`config.mk`:
```
export PLATFORM = sky130hd
export DESIGN_NAME = disc_ctrl_flat
export DESIGN_NICKNAME = d
export VERILOG_FILES = /design/src/disc_pkg.sv /design/src/disc_link_if.sv /design/src/disc_ctrl.sv /design/src/sector_counter.sv /design/src/flat_wrapper.sv
export SDC_FILE = /design/constraint.sdc
export NUM_CORES = 1
export LEC_CHECK = 0
export ABC_CLOCK_PERIOD_IN_PS = 2500
export BUFFER_PORTS_ARGS = -buffer_cell sky130_fd_sc_hd__clkbuf_2
export CAP_MARGIN = 20
export CORE_AREA = 2 2 105 107
export DETAILED_ROUTE_END_ITERATION = 8
export DIE_AREA = 0 0 107 109
export PLACE_DENSITY = 0.58
export SYNTH_ARGS = -nofsm -noshare
export SYNTH_HDL_FRONTEND = slang
export SYNTH_HIERARCHICAL = 1
export SYNTH_SLANG_ARGS = --single-unit
```
`constraint.sdc`:
```
create_clock -name sys_clk -period 2.5 [get_ports sys_clk]
set_clock_uncertainty 0.05 [all_clocks]
set_input_delay 0.375 -clock sys_clk [delete_from_list [all_inputs] [get_ports sys_clk]]
set_output_delay 0.375 -clock sys_clk [all_outputs]
set_load 0.02 [all_outputs]
```
`src/disc_pkg.sv`:
```
// Package of constants shared by the disc controller ends and the link interface.
// Assumes one 10 MHz clock and an active-low asynchronous reset everywhere.
package disc_pkg;
    // ******************************************
    // Link and channel constants
    // ******************************************
    localparam int unsigned MAX_UNITS = 10;
    localparam int unsigned ADDR_STROBES = 10;
    localparam int unsigned DISC_ADDR_CHARS = 6;
    localparam int unsigned DATA_CHARS = 100;
    localparam int unsigned CHAR_BITS = 6;
    localparam int unsigned LEADER_CHARS = 6;
    localparam int unsigned CYL_MODULUS = 64;
    localparam int unsigned SECTORS_PER_GROUP = 5;
    localparam int unsigned GROUPS_PER_REV = 10;
    // Index mark follows a sector mark within this many cycles
    localparam int unsigned INDEX_GAP_CYC = 8;
    localparam logic [5:0] SPACE_CHAR = 6'h00;
    localparam logic [5:0] ALIGN_CHAR = 6'h3f;
    localparam logic [3:0] MAX_DIGIT = 4'h9;
    localparam logic [3:0] DISC_DEVICE = 4'h0;
    localparam int unsigned BIT5_POS = 5;

    // ******************************************
    // Channel instruction functions
    // ******************************************
    typedef enum logic [1:0]
    {
        FN_READ = 2'b00,
        FN_WRITE = 2'b01,
        FN_FMT_WRITE = 2'b10,
        FN_OTHER = 2'b11
    } func_t;
endpackage

```
`src/disc_link_if.sv`:
```
// Interface joining the host channel end to the disc controller end.
// Assumes both ends share sys_clk; no tristate pins on this link.
`timescale 1ns/10ps
`default_nettype none
interface disc_link_if;
    import disc_pkg::*;
    logic channel_char_strobe;
    logic [7:0] channel_char;
    logic select_valid;
    disc_pkg::func_t select_func;
    logic [3:0] select_device;
    logic select_ack;
    logic busy;
    logic retry;
    logic done;

    modport ctrl
    (
        input channel_char_strobe, channel_char, select_valid, select_func, select_device,
        output select_ack, busy, retry, done
    );
    modport host
    (
        output channel_char_strobe, channel_char, select_valid, select_func, select_device,
        input select_ack, busy, retry, done
    );
endinterface
`default_nettype wire

```
`src/disc_ctrl.sv`:
```
// Disc controller end: channel decode, address check, seek, sector locate, record writer.
// Assumes the host end on disc_link_if and drive pins from outside the clock domain.
`timescale 1ns/10ps
`default_nettype none
module disc_ctrl
(
    input wire logic sys_clk,
    input wire logic nrst,
    disc_link_if.ctrl link,
    input wire logic format_card_fitted,
    input wire logic sector_mark_pin,
    input wire logic heads_positioned_pin,
    input wire logic [5:0] wr_data,
    output logic wr_data_req,
    output logic [3:0] unit_select,
    output logic [7:0] seek_cylinder,
    output logic seek_strobe,
    output logic write_bit,
    output logic write_gate,
    output logic format_mode,
    output logic [3:0] sector_tens,
    output logic [3:0] sector_units,
    output logic addr_fault
);
    import disc_pkg::*;

    // ******************************************
    // Pin synchronisers
    // ******************************************
    logic [2:0] sect_sync_ff;
    logic [2:0] pos_sync_ff;
    logic sect_lvl_ff;
    logic pos_lvl_ff;

    // Change is accepted once stages two and three agree
    always_ff @(posedge sys_clk or negedge nrst)
    begin
        if (!nrst)
        begin
            sect_sync_ff <= 3'h0;
            pos_sync_ff <= 3'h0;
            sect_lvl_ff <= 1'b0;
            pos_lvl_ff <= 1'b0;
        end
        else
        begin
            sect_sync_ff <= {sect_sync_ff[1:0], sector_mark_pin};
            pos_sync_ff <= {pos_sync_ff[1:0], heads_positioned_pin};
            if (sect_sync_ff[1] == sect_sync_ff[2])
                sect_lvl_ff <= sect_sync_ff[2];
            if (pos_sync_ff[1] == pos_sync_ff[2])
                pos_lvl_ff <= pos_sync_ff[2];
        end
    end

    logic sect_lvl_d_ff;
    logic mark_rise;
    always_ff @(posedge sys_clk or negedge nrst)
    begin
        if (!nrst)
            sect_lvl_d_ff <= 1'b0;
        else
            sect_lvl_d_ff <= sect_lvl_ff;
    end
    assign mark_rise = sect_lvl_ff & ~sect_lvl_d_ff;

    // ******************************************
    // Index discrimination
    // ******************************************
    // A mark within the gap after a sector mark is the index; the sector
    // pulse is held back one gap so the index mark does not also count.
    logic [3:0] gap_cnt_ff;
    logic gap_open_ff;
    logic sector_pulse;
    logic index_pulse;
    always_ff @(posedge sys_clk or negedge nrst)
    begin
        if (!nrst)
        begin
            gap_cnt_ff <= 4'h0;
            gap_open_ff <= 1'b0;
        end
        else if (mark_rise && !gap_open_ff)
        begin
            gap_open_ff <= 1'b1;
            gap_cnt_ff <= 4'h0;
        end
        else if (gap_open_ff)
        begin
            if (mark_rise || gap_cnt_ff == 4'(INDEX_GAP_CYC - 1))
                gap_open_ff <= 1'b0;
            gap_cnt_ff <= gap_cnt_ff + 4'h1;
        end
    end
    assign index_pulse = gap_open_ff & mark_rise;
    assign sector_pulse = gap_open_ff & ~mark_rise & (gap_cnt_ff == 4'(INDEX_GAP_CYC - 1));

    sector_counter u_sector_counter
    (
        .sys_clk(sys_clk),
        .nrst(nrst),
        .sector_pulse(sector_pulse),
        .index_pulse(index_pulse),
        .tens_digit(sector_tens),
        .units_digit(sector_units)
    );

    // ******************************************
    // Selection and address sequence
    // ******************************************
    typedef enum logic [2:0]
    {
        ST_IDLE = 3'b000,
        ST_ADDR = 3'b001,
        ST_SEEK = 3'b010,
        ST_SEARCH = 3'b011,
        ST_WRITE = 3'b100,
        ST_READ = 3'b101
    } ctrl_state_t;

    ctrl_state_t state_ff;
    logic [3:0] strobe_cnt_ff;
    logic is_write_ff;
    logic [3:0] want_tens_ff;
    logic [3:0] want_units_ff;
    logic [5:0] cyl_char;
    logic [6:0] cyl_num;
    logic [3:0] digit;
    logic select_hit;
    logic func_ok;

    assign digit = link.channel_char[3:0];
    assign func_ok = (link.select_func != FN_OTHER);
    assign select_hit = link.select_valid && func_ok && (link.select_device == DISC_DEVICE);
    assign link.select_ack = select_hit && (state_ff == ST_IDLE);
    assign link.busy = (state_ff != ST_IDLE);
    assign link.retry = select_hit && (state_ff != ST_IDLE);

    logic rec_done;
    // Strobe 1 = unit char, strobes 2..9 carry cylinder, sector and control chars
    always_ff @(posedge sys_clk or negedge nrst)
    begin
        if (!nrst)
        begin
            state_ff <= ST_IDLE;
            strobe_cnt_ff <= 4'h0;
            is_write_ff <= 1'b0;
            format_mode <= 1'b0;
            unit_select <= 4'h0;
            seek_cylinder <= 8'h00;
            want_tens_ff <= 4'h0;
            want_units_ff <= 4'h0;
            addr_fault <= 1'b0;
        end
        else
        begin
            unique case (state_ff)
                ST_IDLE:
                    if (link.select_ack)
                    begin
                        state_ff <= ST_ADDR;
                        strobe_cnt_ff <= 4'h1;
                        is_write_ff <= (link.select_func != FN_READ);
                        format_mode <= (link.select_func == FN_FMT_WRITE) && format_card_fitted;
                        addr_fault <= 1'b0;
                    end
                ST_ADDR:
                    if (link.channel_char_strobe)
                    begin
                        strobe_cnt_ff <= strobe_cnt_ff + 4'h1;
                        if (digit > MAX_DIGIT)
                            addr_fault <= 1'b1;
                        unique case (strobe_cnt_ff)
                            4'h1: unit_select <= digit;
                            4'h2: seek_cylinder[7:4] <= digit;
                            4'h3: seek_cylinder[3:0] <= digit;
                            4'h5: want_tens_ff <= digit;
                            4'h6: want_units_ff <= digit;
                            default: ;
                        endcase
                        if (strobe_cnt_ff == 4'(ADDR_STROBES - 1))
                            state_ff <= (addr_fault || digit > MAX_DIGIT) ? ST_IDLE : ST_SEEK;
                    end
                ST_SEEK:
                    if (pos_lvl_ff)
                        state_ff <= ST_SEARCH;
                ST_SEARCH:
                    if (sector_pulse && sector_tens == want_tens_ff && sector_units == want_units_ff)
                        state_ff <= is_write_ff ? ST_WRITE : ST_READ;
                ST_WRITE, ST_READ:
                    if (rec_done)
                        state_ff <= ST_IDLE;
                default:
                    state_ff <= ST_IDLE;
            endcase
        end
    end

    assign seek_strobe = (state_ff == ST_ADDR) && link.channel_char_strobe
        && strobe_cnt_ff == 4'(ADDR_STROBES - 1) && !addr_fault && (digit <= MAX_DIGIT);
    // Cylinder is two decimal digits; the recorded character is its value mod 64
    assign cyl_num = 7'(seek_cylinder[7:4]) * 7'h0a + 7'(seek_cylinder[3:0]);
    assign cyl_char = 6'(cyl_num % 7'(CYL_MODULUS));

    // ******************************************
    // Sector record writer
    // ******************************************
    typedef enum logic [2:0]
    {
        FL_LEADER = 3'b000,
        FL_ALIGN = 3'b001,
        FL_CYL = 3'b010,
        FL_DATA = 3'b011,
        FL_CHECK = 3'b100,
        FL_TRAIL = 3'b101
    } field_t;

    field_t field_ff;
    logic [6:0] char_cnt_ff;
    logic [2:0] bit_cnt_ff;
    logic [5:0] shift_ff;
    logic [5:0] lrc_ff;
    logic [5:0] next_char;
    logic char_end;
    logic active;

    assign active = (state_ff == ST_WRITE) || (state_ff == ST_READ);
    assign char_end = (bit_cnt_ff == 3'(CHAR_BITS - 1));
    assign rec_done = (field_ff == FL_TRAIL) && sector_pulse;
    assign wr_data_req = (state_ff == ST_WRITE) && char_end
        && ((field_ff == FL_CYL) || (field_ff == FL_DATA && char_cnt_ff != 7'(DATA_CHARS - 1)));

    // Character chosen at each boundary; the check char closes even parity
    always_comb
    begin
        next_char = SPACE_CHAR;
        unique case (field_ff)
            FL_LEADER: next_char = (char_cnt_ff == 7'(LEADER_CHARS - 1)) ? ALIGN_CHAR : SPACE_CHAR;
            FL_ALIGN: next_char = cyl_char;
            FL_CYL: next_char = wr_data;
            FL_DATA: next_char = (char_cnt_ff == 7'(DATA_CHARS - 1)) ? (lrc_ff ^ shift_ff) : wr_data;
            FL_CHECK, FL_TRAIL: next_char = ALIGN_CHAR;
            default: next_char = SPACE_CHAR;
        endcase
    end

    // Six bits per character, most significant first
    always_ff @(posedge sys_clk or negedge nrst)
    begin
        if (!nrst)
        begin
            field_ff <= FL_LEADER;
            char_cnt_ff <= 7'h00;
            bit_cnt_ff <= 3'h0;
            shift_ff <= SPACE_CHAR;
            lrc_ff <= 6'h00;
        end
        else if (!active)
        begin
            field_ff <= FL_LEADER;
            char_cnt_ff <= 7'h00;
            bit_cnt_ff <= 3'h0;
            shift_ff <= SPACE_CHAR;
            lrc_ff <= 6'h00;
        end
        else if (field_ff == FL_TRAIL)
        begin
            shift_ff <= ALIGN_CHAR;
        end
        else if (!char_end)
        begin
            bit_cnt_ff <= bit_cnt_ff + 3'h1;
        end
        else
        begin
            bit_cnt_ff <= 3'h0;
            shift_ff <= next_char;
            char_cnt_ff <= char_cnt_ff + 7'h01;
            unique case (field_ff)
                FL_LEADER:
                    if (char_cnt_ff == 7'(LEADER_CHARS - 1))
                    begin
                        field_ff <= FL_ALIGN;
                        char_cnt_ff <= 7'h00;
                    end
                FL_ALIGN:
                begin
                    field_ff <= FL_CYL;
                    lrc_ff <= 6'h00;
                end
                FL_CYL:
                begin
                    field_ff <= FL_DATA;
                    char_cnt_ff <= 7'h00;
                    lrc_ff <= lrc_ff ^ shift_ff;
                end
                FL_DATA:
                begin
                    lrc_ff <= lrc_ff ^ shift_ff;
                    if (char_cnt_ff == 7'(DATA_CHARS - 1))
                        field_ff <= FL_CHECK;
                end
                FL_CHECK: field_ff <= FL_TRAIL;
                default: field_ff <= FL_TRAIL;
            endcase
        end
    end

    assign write_bit = shift_ff[3'(CHAR_BITS - 1) - bit_cnt_ff];
    assign write_gate = (state_ff == ST_WRITE);
    assign link.done = rec_done;
endmodule
`default_nettype wire

```
`src/sector_counter.sv`:
```
// Modified-tens sector counter driven by synchronised sector and index pulses.
// Assumes pulses are single-cycle and already in the sys_clk domain.
`timescale 1ns/10ps
`default_nettype none
module sector_counter
(
    input wire logic sys_clk,
    input wire logic nrst,
    input wire logic sector_pulse,
    input wire logic index_pulse,
    output logic [3:0] tens_digit,
    output logic [3:0] units_digit
);
    import disc_pkg::*;
    logic [3:0] tens_ff;
    logic [3:0] units_ff;

    // Index mark wins: the revolution restarts at 00
    always_ff @(posedge sys_clk or negedge nrst)
    begin
        if (!nrst)
        begin
            tens_ff <= 4'h0;
            units_ff <= 4'h0;
        end
        else if (index_pulse)
        begin
            tens_ff <= 4'h0;
            units_ff <= 4'h0;
        end
        else if (sector_pulse)
        begin
            if (tens_ff == 4'(SECTORS_PER_GROUP - 1))
            begin
                tens_ff <= 4'h0;
                units_ff <= (units_ff == MAX_DIGIT) ? 4'h0 : units_ff + 4'h1;
            end
            else
            begin
                tens_ff <= tens_ff + 4'h1;
            end
        end
    end

    assign tens_digit = tens_ff;
    assign units_digit = units_ff;
endmodule
`default_nettype wire

```
`src/flat_wrapper.sv`:
```
// flat-port wrapper written by rule: the top's interface ports become plain ports
module disc_ctrl_flat import disc_pkg::*;
  (sys_clk, nrst, format_card_fitted, sector_mark_pin, heads_positioned_pin, wr_data, wr_data_req, unit_select, seek_cylinder, seek_strobe, write_bit, write_gate, format_mode, sector_tens, sector_units, addr_fault, link_channel_char_strobe, link_channel_char, link_select_valid, link_select_func, link_select_device, link_select_ack, link_busy, link_retry, link_done);
  disc_link_if link_i ();
  input wire logic sys_clk;
  input wire logic nrst;
  input wire logic format_card_fitted;
  input wire logic sector_mark_pin;
  input wire logic heads_positioned_pin;
  input wire logic [5:0] wr_data;
  output logic wr_data_req;
  output logic [3:0] unit_select;
  output logic [7:0] seek_cylinder;
  output logic seek_strobe;
  output logic write_bit;
  output logic write_gate;
  output logic format_mode;
  output logic [3:0] sector_tens;
  output logic [3:0] sector_units;
  output logic addr_fault;
  input wire logic [$bits(link_i.channel_char_strobe)-1:0] link_channel_char_strobe;
  input wire logic [$bits(link_i.channel_char)-1:0] link_channel_char;
  input wire logic [$bits(link_i.select_valid)-1:0] link_select_valid;
  input wire logic [$bits(link_i.select_func)-1:0] link_select_func;
  input wire logic [$bits(link_i.select_device)-1:0] link_select_device;
  output wire logic [$bits(link_i.select_ack)-1:0] link_select_ack;
  output wire logic [$bits(link_i.busy)-1:0] link_busy;
  output wire logic [$bits(link_i.retry)-1:0] link_retry;
  output wire logic [$bits(link_i.done)-1:0] link_done;
  assign link_i.channel_char_strobe = link_channel_char_strobe;
  assign link_i.channel_char = link_channel_char;
  assign link_i.select_valid = link_select_valid;
  assign link_i.select_func = link_select_func;
  assign link_i.select_device = link_select_device;
  assign link_select_ack = link_i.select_ack;
  assign link_busy = link_i.busy;
  assign link_retry = link_i.retry;
  assign link_done = link_i.done;
  disc_ctrl u_core (.sys_clk(sys_clk), .nrst(nrst), .link(link_i), .format_card_fitted(format_card_fitted), .sector_mark_pin(sector_mark_pin), .heads_positioned_pin(heads_positioned_pin), .wr_data(wr_data), .wr_data_req(wr_data_req), .unit_select(unit_select), .seek_cylinder(seek_cylinder), .seek_strobe(seek_strobe), .write_bit(write_bit), .write_gate(write_gate), .format_mode(format_mode), .sector_tens(sector_tens), .sector_units(sector_units), .addr_fault(addr_fault));
endmodule
```
# Word-level counts from Yosys, hierarchy flattened
# Cells that the tools add are included.
# W data, S select, Z words.
# classes
add_sub_neg	8
n_mul	1
n_div	0
n_lt_le_gt_ge	3
n_eq_ne	42
shift	0
mux	54
bitwise_logic	7
n_reduce_logical	47
# op_table
operator	n
$mux W6	8
$mux W4	11
$mux W3	14
$pmux W6 S5	1
$mux W7	4
$reduce_and A3 Y1	7
$add A4 B1 Y4 const B	4
$eq A4 B3 Y1 const B	4
$logic_and A1 B1 Y1	16
$eq A3 B3 Y1 const B	5
$pmux W3 S5	1
$pmux W7 S2	1
$eq A3 B2 Y1 const B	4
$pmux W3 S4	1
$pmux W6 S2	1
$ne A2 B1 Y1 const B	5
$ne A2 B2 Y1 const B	5
$reduce_bool A2 Y1	5
$ne A3 B3 Y1 const B	3
$eq A4 B2 Y1 const B	2
$eq A4 B4 Y1	2
$eq A4 B4 Y1 const B	2
$mux W1	8
$pmux W4 S2	1
31 further kinds	47
# word_totals
reg_bits	77
latchBits	0
ramBits	0
rom_bits	0
wordCells	186
memories	0

# Logic depth before layout (Yosys ltp)
# Gate-level depths: netlist (run 1).
# depth
word_depth	9
ltp_mapped	8

# By module
# The synthesis (run 1) kept the hierarchy.
# modules_own_cells
module	n_inst	cells_per_inst	area_each_um2	seq_area_each_um2
disc_ctrl	1	373	3789.9	1726.7
sector_counter	1	43	444.2	200.2

# Least setup slack after synthesis (run 1)
# No wires, ideal clock.
# synth_path
kind	reg2out
from	register u_core.strobe_cnt_ff[1]
to	output seek_strobe
t_arrival_ns	1.756
required_ns	2.075
path_slack_ns	0.319
stages_incl_launch_ff	6
n_path_buf	0
path_cell_list	dfrtp_1 > inv_1 > ha_1 > and4b_1 > or4b_1 > nor3_1
# synth_via
elab_chain_cells	4
# synth_lines
element	line	text
start: declaration	disc_ctrl.sv:122	logic [3:0] strobe_cnt_ff;
start signal: assignment	disc_ctrl.sv:170	strobe_cnt_ff <= strobe_cnt_ff + 4'h1;
$eq A4 B4 Y1	disc_ctrl.sv:200	&& strobe_cnt_ff == 4'(ADDR_STROBES - 1) && !addr_fault && (digit <= MAX_DIGIT);
$logic_and A1 B1 Y1 (3 in series)	disc_ctrl.sv:200	
end: declaration	flat_wrapper.sv:14	output logic seek_strobe;
# No other way between the ends.

# Final worst setup path (run 1)
# Same ends and word-level chain as after synthesis.

==> results.toml, run 1 <==
[floorplan]
die_height_um = 109
rows = 38
die_w_um = 107
die_area_sq_mm = 0.0117
initial_utilization_pct = 39.9
core_area_sq_mm = 0.0106
io_pins = 57

[sta]
max_freq_mhz = 414
report.final.slew_viol_count = 0
setup_viol = 0
relSlewSlack_pct = 62.5
period_needed_ns = 2.42
whs_ns = 0.0691
tightest_slew_ns = 0.562
hold_viol = 0
fin_setup_tns_ns = 0
post-route-period-util_pct = 96.7
rsz0062_at_grt = "true"

[layout]
fin_nets = 520
utilization_pct = 46.4
final_cells = 618
antenna_cells = 0
layout-drive-gt1-share_pct = 24.3
fillers = 1018
synthToLayoutAreaGrowth_pct = 16.1

[grt]
grt_first_pass_wirelength_mm = 15.6
grt_max_degree = 42
grt_pass1_vias = 3092
grt_usage_pct = 17.0
antenna_found_initial = 0
globalRouteOverflowTotal = 0

[setup_path]
setup.worst_path.start = "u_core/strobe_cnt_ff[1]"
r2r-end = "u_core/shift_ff[5]"
worstSetupPathType = "reg2out"
worst_path_largest_cell_delay_ns = 0.48
cp.arrival_ns = 1.99
cpMaxStageDelayCell = "or4b_4"
crit_path_max_fanout = 3
start_kind = "flip-flop"
crit_chain = "inv_1 -> ha_2 -> and4b_1 -> or4b_4 -> nor3_2 -> buf_4"
critPathCapture = "seek_strobe"
critPathCaptureType = "output pin"
r2r_cells = 7
cp.required_ns = 2.08
r2r-start = "u_core/seek_cylinder[4]"
reg2reg_slack_ns = 0.41

[clock_network]
numCtsBuffers = 9
cts_tree = "done"
cts-root-buf = "clkbuf_8"
clkTransAtPathRegs_ns = 0.09
h-tree-depth = 3
cts_sinks = 77
clock_path_buffers = 2
clkLatencyLatePin_ns = 0.35

[synthesis]
syn_inst = 416
synth_top_cell_by_area = "dfrtp_1"
ys.flop_type = "dfrtp_1"
yosys.cell_count.top_type = "dfrtp_1"
synthTopCellsByCount = "77 x dfrtp_1, 38 x nand2_1, 35 x nor2_1, 30 x o21ai_0"
yosysWarningCount = 6
netlist.area_leader.share_pct = 45.5
synth_cell_type_count = 63
synthTopCellsByArea = "dfrtp_1 46%, ha_1 5.6%, mux2_2 5.3%, xnor2_1 3.9%, o21ai_0 3.5%"
synth_edf_count = 0
ys_ff_latch = 77
syn_avg_cell_area_sq_um = 10.2
syn-cell-area_sq_mm = 0.00423
syn-num-nets = 463
ys_seq_area_share_pct = 45.5
async_flop_share_pct = 100

[power]
p_clk_share_pct = 26.2
p_per_area_mw_per_mm2 = 821
sequentialPowerShare_pct = 43.0
internal_power_uw = 2660
ir_worst_vdd_mv = 0.532
swShare_pct = 34.1
p_sw_uw = 1380
pwr-share-comb_pct = 30.8
leakagePower_uw = 0.00218

[detailed_routing]
drcViolationCount = 0
drt-total-wl_mm = 9.45
num_vias = 3267
viasPerCell = 5.29
antenna_left = 0
wl_per_cell_um = 15.3
drtIter0Drc = 146
first_pass_iters = 4

[place]
gp_congestion = 0.839
io_buffer_count = 52
dp_hpwl_mm = 6.86
dp_cells = 599

[outcome]
status = "complete, no violations"

[worst_hold_path]
hold_path.class = "in2reg"

[run]
drv_cap = 0
-- state kept, by name, summed over array words and instances (netlist names), 3 cells and up --
name	flops
u_core/state_ff	3
u_core/bit_cnt_ff	3
u_core/u_sector_counter/units_digit	4
u_core/unit_select	4
u_core/want_units_ff	4
u_core/pos_sync_ff	3
u_core/strobe_cnt_ff	4
u_core/gap_cnt_ff	4
u_core/field_ff	3
u_core/u_sector_counter/tens_digit	4
u_core/sect_sync_ff	3
u_core/seek_cylinder	8
u_core/lrc_ff	6
u_core/char_cnt_ff	7
u_core/want_tens_ff	4
u_core/shift_ff	6
-- area by class of cell --
cell class | count | area [sq um] | area share (%)
clock buffer | 10 | 128 | 2.60
clock inverter | 6 | 93.8 | 1.91
inverter | 21 | 78.8 | 1.60
multi-input combinational | 303 | 2170 | 44.1
sequential | 77 | 1930 | 39.2
tap | 140 | 175 | 3.56
timing repair buffer | 61 | 348 | 7.07
-- cell usage in the layout, fill, tap and decap left out, types with 2 or more instances in the layout --
cell type and n:
inv_6 2, and4b_1 2, a31oi_1 2, dfrtp_1 77, a21oi_1 21, buf_4 9, nor4b_1 2, o21ai_0 30
mux2i_1 3, xor2_1 10, nor3_1 3, o211ai_1 4, o2111ai_1 4, a311oi_1 6, o22ai_1 2, nand2b_1 5
nand3b_1 4, and3b_1 2, nand3_1 18, bufinv_16 2, a31o_2 2, ha_1 18, nand4b_1 2, xnor2_1 19
a211o_1 2, nor2_1 35, o31ai_1 3, nor2_2 2, inv_1 21, nand4_1 7, nand2_1 38, o21a_1 3
clkbuf_8 9, maj3_1 2, clkbuf_2 50, mux2_2 20, a2bb2oi_1 4
-- how the worst min path moves through the flow --
stage               cells after the start  slack, ns                   start                     end
floorplan                               0       0.03                    nrst       u_core/addr_fault
global placement                        0       0.29   u_core/pos_sync_ff[0]   u_core/pos_sync_ff[1]
detailed placement                      0       0.29  u_core/sect_sync_ff[0]  u_core/sect_sync_ff[1]
CTS                                     1       0.05    heads_positioned_pin   u_core/pos_sync_ff[0]
global route                            1       0.05    heads_positioned_pin   u_core/pos_sync_ff[0]
finish                                  1       0.07    heads_positioned_pin   u_core/pos_sync_ff[0]
-- routing by layer --
metal,wire length (um),up-vias,global-route usage (%),part of all wire [%]
met1,4320,1584,23.2,46
li1,-,1598,-,-
met4,144,0,4.92,1.5
met5,0,-,0,0
met3,485,11,4.42,5.1
met2,4510,74,26.8,48
-- stage by stage --
step | instance area (sq um) | power [uW] | setup slack, ns
2_1_floorplan | 4230 | 2600 | 0.319
3_3_place_gp | 4650 | 2940 | 0.316
3_5_place_dp | 4650 | 2990 | 0.299
4_1_cts | 4900 | 4090 | 0.0108
5_1_grt | 4920 | 4330 | -0.0294
6_report | 4920 | 4040 | 0.0819
-- power by group through the flow --
stage / combinational, uW / sequential [uW] / clock, uW
3_5_place_dp: 1200 / 1790 / 0
4_1_cts: 1260 / 1740 / 1100
2_1_floorplan: 780 / 1820 / 0
5_1_grt: 1400 / 1780 / 1150
3_3_place_gp: 1180 / 1770 / 0
6_report: 1240 / 1740 / 1060
-- what timing repair did --
action | in CTS | in global routing
hold endpoints to repair | 40 | 0
setup endpoints to repair | 1 | 3
setup buffers | 2 | 0
hold buffers | 1 | 0
resized for setup | 2 | 5
-- worst max-delay path, delay by kind of cell, from the launching register on --
family                   cells  cell delay (ns)
AND/OR/NAND/NOR              3             0.82
flip-flops                   1             0.39
buffers and inverters        2             0.24
adder cells (fa/ha/maj)      1             0.19
-- cells by family (layout without fill, tap and decap cells) --
kind of cell | Yosys count | in the layout | share of synthesized area (%)
multiplexers | 24 | 24 | 6.56
flip-flops | 77 | 77 | 45.5
AO/OA/AOI/OAI | 89 | 89 | 13.6
buffers and inverters | 36 | 98 | 3.78
AND/OR/NAND/NOR | 139 | 139 | 18.0
XOR/XNOR | 29 | 29 | 6.00
adder cells (fa/ha/maj) | 22 | 22 | 6.56
Note: power is estimated with default switching activity, not from simulation.
==> run 2, diff against run 1 <==
--- a/config.mk
+++ b/config.mk
@@ -11,7 +11,9 @@
 export CORE_AREA = 2 2 105 107
 export DETAILED_ROUTE_END_ITERATION = 8
 export DIE_AREA = 0 0 107 109
-export PLACE_DENSITY = 0.58
+export GPL_TIMING_DRIVEN = 0
+export PLACE_DENSITY_LB_ADDON = 0.2
+export RECOVER_POWER = 50
 export SYNTH_ARGS = -nofsm -noshare
 export SYNTH_HDL_FRONTEND = slang
 export SYNTH_HIERARCHICAL = 1
==> run 2 against run 1 <==
Count of clock-buffer cells in the layout is the same. Total power decreased by 4.0%. Setup slack got worse by 0.018 ns. Sequential power hardly changed. Final cell count rose by 1.9%. Critical path type unchanged.
==> results.toml, run 2 (same netlist as run 1, synthesis figures left out) <==
[grt]
globalRouteOverflowTotal = 0
grt_usage_pct = 17.2
grt_first_pass_wirelength_mm = 15.7
grt_pass1_vias = 3169
grt_max_degree = 47
antenna_found_initial = 0

[power]
p_per_area_mw_per_mm2 = 788
swShare_pct = 36.1
internal_power_uw = 2480
pwr-share-comb_pct = 33.6
p_clk_share_pct = 22.1
ir_worst_vdd_mv = 0.435
leakagePower_uw = 0.00218
sequentialPowerShare_pct = 44.3
p_sw_uw = 1400

[sta]
report.final.slew_viol_count = 0
setup_viol = 0
fin_setup_tns_ns = 0
post-route-period-util_pct = 97.5
hold_viol = 0
max_freq_mhz = 410
period_needed_ns = 2.44
relSlewSlack_pct = 44.7
setup_slack_ns = 0.0637
tightest_slew_ns = 0.830
rsz0062_at_grt = "false"

[place]
dp_slack_ns = 0.281
io_buffer_count = 52
gp_congestion = 0.841
dp_hpwl_mm = 6.94

[clock_network]
cts_tree = "done"
cts-root-buf = "clkbuf_8"
cts_sinks = 77
h-tree-depth = 3
clock_path_buffers = 2
clkLatencyLatePin_ns = 0.35
numCtsBuffers = 9
clkTransAtPathRegs_ns = 0.09

[layout]
final_cell_mix = "77 x dfrtp_1, 53 x clkbuf_2, 38 x nand2_1, 35 x nor2_1, 30 x o21ai_0"
synthToLayoutAreaGrowth_pct = 16.3
mostFrequentLayoutCell = "dfrtp_1"
regMostFlops = "u_core/seek_cylinder"
layout-drive-gt1-share_pct = 25.1
fin_nets = 532
largest_register_ffs = 8
antenna_cells = 0
fillers = 1016
reg_top3 = "u_core/seek_cylinder x8, u_core/char_cnt_ff x7"

[worst_hold_path]
hold_path.class = "in2reg"

[setup_path]
start_kind = "flip-flop"
cp.required_ns = 2.08
cp.arrival_ns = 2.01
worstSetupPathType = "reg2out"
crit_path_max_fanout = 3
critPathCaptureType = "output pin"

[floorplan]
core_area_sq_mm = 0.0106
io_pins = 57
die_area_sq_mm = 0.0117
rows = 38
die_w_um = 107
initial_utilization_pct = 39.9
die_height_um = 109

[detailed_routing]
num_vias = 3325
wl_per_cell_um = 15.1
drtIter0Drc = 142
viasPerCell = 5.28
drcViolationCount = 0
first_pass_iters = 4
drt-total-wl_mm = 9.53
antenna_left = 0

[run]
drv_cap = 0

[outcome]
status = "complete, no violations"
==> run 2: changes by cell type in the layout (fill, tap and decap cells not counted), moves of 2 or more <==
cell	change
clkinvlp_4	+2
clkbuf_1	+4
clkbuf_2	+3
buf_1	+2
buf_4	-2
buf_2	+4
bufinv_16	-2
==> run 2: cell type report <==
type	count	area, sq um	share of cell area (%)
clock inverters	6	45.0	0.915
repair buffers	58	310	6.30
flip-flops and latches	77	1930	39.1
inverters	21	78.8	1.60
clock buffers	10	128	2.59
plain buffers	15	81.3	1.65
multi-input cells	303	2180	44.2
well taps	140	175	3.56
==> run 2: final timing paths <==
check                                         from  slack (ns)  depth (start not counted)                      end
max                        u_core/strobe_cnt_ff[1]        0.06                          6              seek_strobe
min reg2reg                 u_core/sect_sync_ff[0]        0.30                          0   u_core/sect_sync_ff[1]
min                           heads_positioned_pin        0.07                          1    u_core/pos_sync_ff[0]
min in group asynchronous                     nrst        0.59                          2    u_core/char_cnt_ff[2]
max in group asynchronous                     nrst        0.61                          3  u_core/seek_cylinder[5]
max reg2reg                     u_core/sect_lvl_ff        0.33                          6       u_core/state_ff[1]
==> run 2: what timing repair did <==
| action | CTS | global route |
|---|---|---|
| setup endpoints to repair | 1 | 3 |
| hold buffers | 1 | 0 |
| endpoints found under the hold margin | 31 | 0 |
| setup buffers | 2 | 2 |
| resized for setup | 3 | 6 |
==> run 2: power groups by stage <==
| stage | clock [uW] | combinational (uW) | sequential (uW) |
|---|---|---|---|
| floorplan | 0 | 780 | 1820 |
| global placement | 0 | 1200 | 1750 |
| detailed placement | 0 | 1230 | 1760 |
| CTS | 887 | 1290 | 1730 |
| global route | 947 | 1460 | 1750 |
| finish | 856 | 1300 | 1720 |
==> run 2: routing by layer <==
layer	up-vias	wire [um]	track usage [%]
met2	73	4630	28.1
li1	1617	-	-
met5	-	0	0
met1	1627	4290	22.4
met4	0	64	4.17
met3	8	546	5.14
==> run 2: worst max-delay path: stages, from the launching register on <==
cell	delay [ns]
dfrtp_1	0.39
inv_1	0.08
ha_2	0.19
and4b_1	0.22
or4b_4	0.48
nor3_2	0.13
buf_4	0.17
==> run 2: stage by stage <==
stage / area [sq um] / std cells / hold slack, ns / util [%] / power, uW
after CTS: 4910 / 628 / 0.0561 / 46.3 / 3900
final: 4920 / 630 / 0.0699 / 46.4 / 3880
after global placement: 4670 / 608 / 0.284 / 44.0 / 2950
after global routing: 4920 / 630 / 0.0388 / 46.4 / 4160
after detailed placement: 4700 / 609 / 0.287 / 44.3 / 2990
after floorplan: 4230 / 416 / 0.0294 / - / 2600
==> run 3, diff against run 2 <==
--- a/config.mk
+++ b/config.mk
@@ -9,6 +9,7 @@
 export BUFFER_PORTS_ARGS = -buffer_cell sky130_fd_sc_hd__clkbuf_2
 export CAP_MARGIN = 20
 export CORE_AREA = 2 2 105 107
+export CTS_CLUSTER_DIAMETER = 100
 export DETAILED_ROUTE_END_ITERATION = 8
 export DIE_AREA = 0 0 107 109
 export GPL_TIMING_DRIVEN = 0
==> constraint.sdc (replaced) <==
create_clock -name sys_clk -period 2.5 [get_ports sys_clk]
set_clock_uncertainty 0.05 [all_clocks]
set_input_delay 0.375 -clock sys_clk [delete_from_list [all_inputs] [get_ports sys_clk]]
set_output_delay 0.375 -clock sys_clk [all_outputs]
set_load 0.005 [all_outputs]
==> run 3 against run 2 <==
Fmax up 1.3%. Hold slack improved by 0.0032 ns. Register-to-register slack got worse by 0.02 ns. Sequential share of layout area grew 0.30 points. Global-route usage fell by 0.077 points. Non-clock buffer count fell by 2. Flip-flop and latch count is the same. Sequential power about the same. Wire length shrank 0.20%. Combinational power fell by 13%. Critical path type unchanged.
==> results.toml, run 3 (same netlist as run 1, synthesis figures left out) <==
[detailed_routing]
wl_per_cell_um = 15.1
drcViolationCount = 0
viasPerCell = 5.26
first_pass_iters = 4
antenna_left = 0
drt-total-wl_mm = 9.51
num_vias = 3301
drtIter0Drc = 144

[place]
dp_hpwl_mm = 6.94
gp_congestion = 0.841
dp_slack_ns = 0.314
io_buffer_count = 52
post_dp_cell_area_sq_mm = 0.00470

[setup_path]
setup.worst_path.start = "u_core/strobe_cnt_ff[1]"
r2r_cells = 6
cp.required_ns = 2.08
start_kind = "flip-flop"
worstSetupPathType = "reg2out"
crit_path_max_fanout = 3
r2r-end = "u_core/state_ff[1]"
critPathCapture = "seek_strobe"
critPathCaptureType = "output pin"
r2r-start = "u_core/sect_lvl_ff"
cp.arrival_ns = 1.98
reg2reg_slack_ns = 0.31

[power]
p_clk_share_pct = 22.9
p_sw_uw = 1260
leakagePower_uw = 0.00217
swShare_pct = 34.0
ir_worst_vdd_mv = 0.435
pwr-share-comb_pct = 30.5
internal_power_uw = 2450
p_per_area_mw_per_mm2 = 760
sequentialPowerShare_pct = 46.6

[sta]
report.final.slew_viol_count = 0
max_freq_mhz = 416
post-route-period-util_pct = 96.2
rsz0062_at_grt = "false"
tightest_slew_ns = 0.833
setup_viol = 0
period_needed_ns = 2.40
fin_setup_tns_ns = 0
setup_slack_ns = 0.0952
relSlewSlack_pct = 44.5
hold_viol = 0

[clock_network]
clkLatencyLatePin_ns = 0.35
cts_tree = "done"
cts_sinks = 77
clkTransAtPathRegs_ns = 0.09
clock_path_buffers = 2
h-tree-depth = 3
numCtsBuffers = 9
cts-root-buf = "clkbuf_8"

[grt]
grt_first_pass_wirelength_mm = 15.6
grt_pass1_vias = 3142
antenna_found_initial = 0
globalRouteOverflowTotal = 0
grt_usage_pct = 17.1
grt_max_degree = 47

[layout]
fin_nets = 530
final_cell_mix = "76 x dfrtp_1, 53 x clkbuf_2, 38 x nand2_1, 35 x nor2_1, 30 x o21ai_0"
antenna_cells = 0
fillers = 1016
utilization_pct = 46.1
multi_input_area_sq_mm = 0.00216
mostFrequentLayoutCell = "dfrtp_1"
regMostFlops = "u_core/seek_cylinder"
layout-drive-gt1-share_pct = 24.4
synthToLayoutAreaGrowth_pct = 15.5
fin_area_sq_mm = 0.00489
ff_latch_area_sq_mm = 0.00193
largest_register_ffs = 8
reg_top3 = "u_core/seek_cylinder x8, u_core/char_cnt_ff x7"

[floorplan]
core_area_sq_mm = 0.0106
die_height_um = 109
rows = 38
initial_utilization_pct = 39.9
io_pins = 57
die_area_sq_mm = 0.0117
die_w_um = 107

[worst_hold_path]
hold_path.class = "in2reg"

[outcome]
status = "complete, no violations"

[run]
drv_cap = 0
[run 3: worst min-delay path by stage]
stage	cells after the start	slack (ns)	endpoint	from
floorplan	0	0.03	u_core/addr_fault	nrst
detailed placement	0	0.29	u_core/sect_sync_ff[1]	u_core/sect_sync_ff[0]
global placement	0	0.28	u_core/pos_sync_ff[1]	u_core/pos_sync_ff[0]
CTS	1	0.06	u_core/pos_sync_ff[0]	heads_positioned_pin
global route	1	0.04	u_core/pos_sync_ff[0]	heads_positioned_pin
finish	1	0.07	u_core/pos_sync_ff[0]	heads_positioned_pin
[run 3: critical path, stage by stage (launching register included)]
cell and delay (ns):
dfrtp_1 0.40, inv_1 0.08, ha_1 0.18, and4b_1 0.22
or4b_4 0.48, nor3_2 0.13, clkbuf_2 0.14
[run 3: cell type report]
class,count,area share (%)
Sequential cell,77,39.4
Clock inverter,6,0.921
Inverter,21,1.61
Timing Repair Buffer,56,5.96
Multi-Input combinational cell,303,44.2
Clock buffer,10,2.61
Buffer,15,1.66
Tap cell,140,3.58
[run 3: metal layers]
| layer | GRT usage [%] | routed length [um] |
|---|---|---|
| met1 | 22.4 | 4340 |
| met2 | 27.9 | 4650 |
| met3 | 5.14 | 477 |
| met4 | 3.99 | 41 |
| met5 | 0 | 0 |
[run 3: power groups by stage]
stage / logic (uW) / clock network (uW) / registers (uW)
5_1_grt: 1300 / 949 / 1760
3_5_place_dp: 1100 / 0 / 1760
3_3_place_gp: 1070 / 0 / 1750
6_report: 1130 / 852 / 1730
2_1_floorplan: 777 / 0 / 1700
4_1_cts: 1150 / 887 / 1730
[run 3: stage by stage]
stage               total power [uW]  hold slack, ns  cells
floorplan                       2480          0.0294    416
global placement                2830           0.284    608
detailed placement              2870           0.287    609
CTS                             3770          0.0561    627
global route                    4010          0.0414    628
finish                          3720          0.0731    628
[run 3: what timing repair did]
action	in CTS	in global routing
buffers inserted	1	1
hold buffers	1	0
endpoints found under the hold margin	31	0
endpoints found under the setup margin	1	2
gates resized for setup	1	3
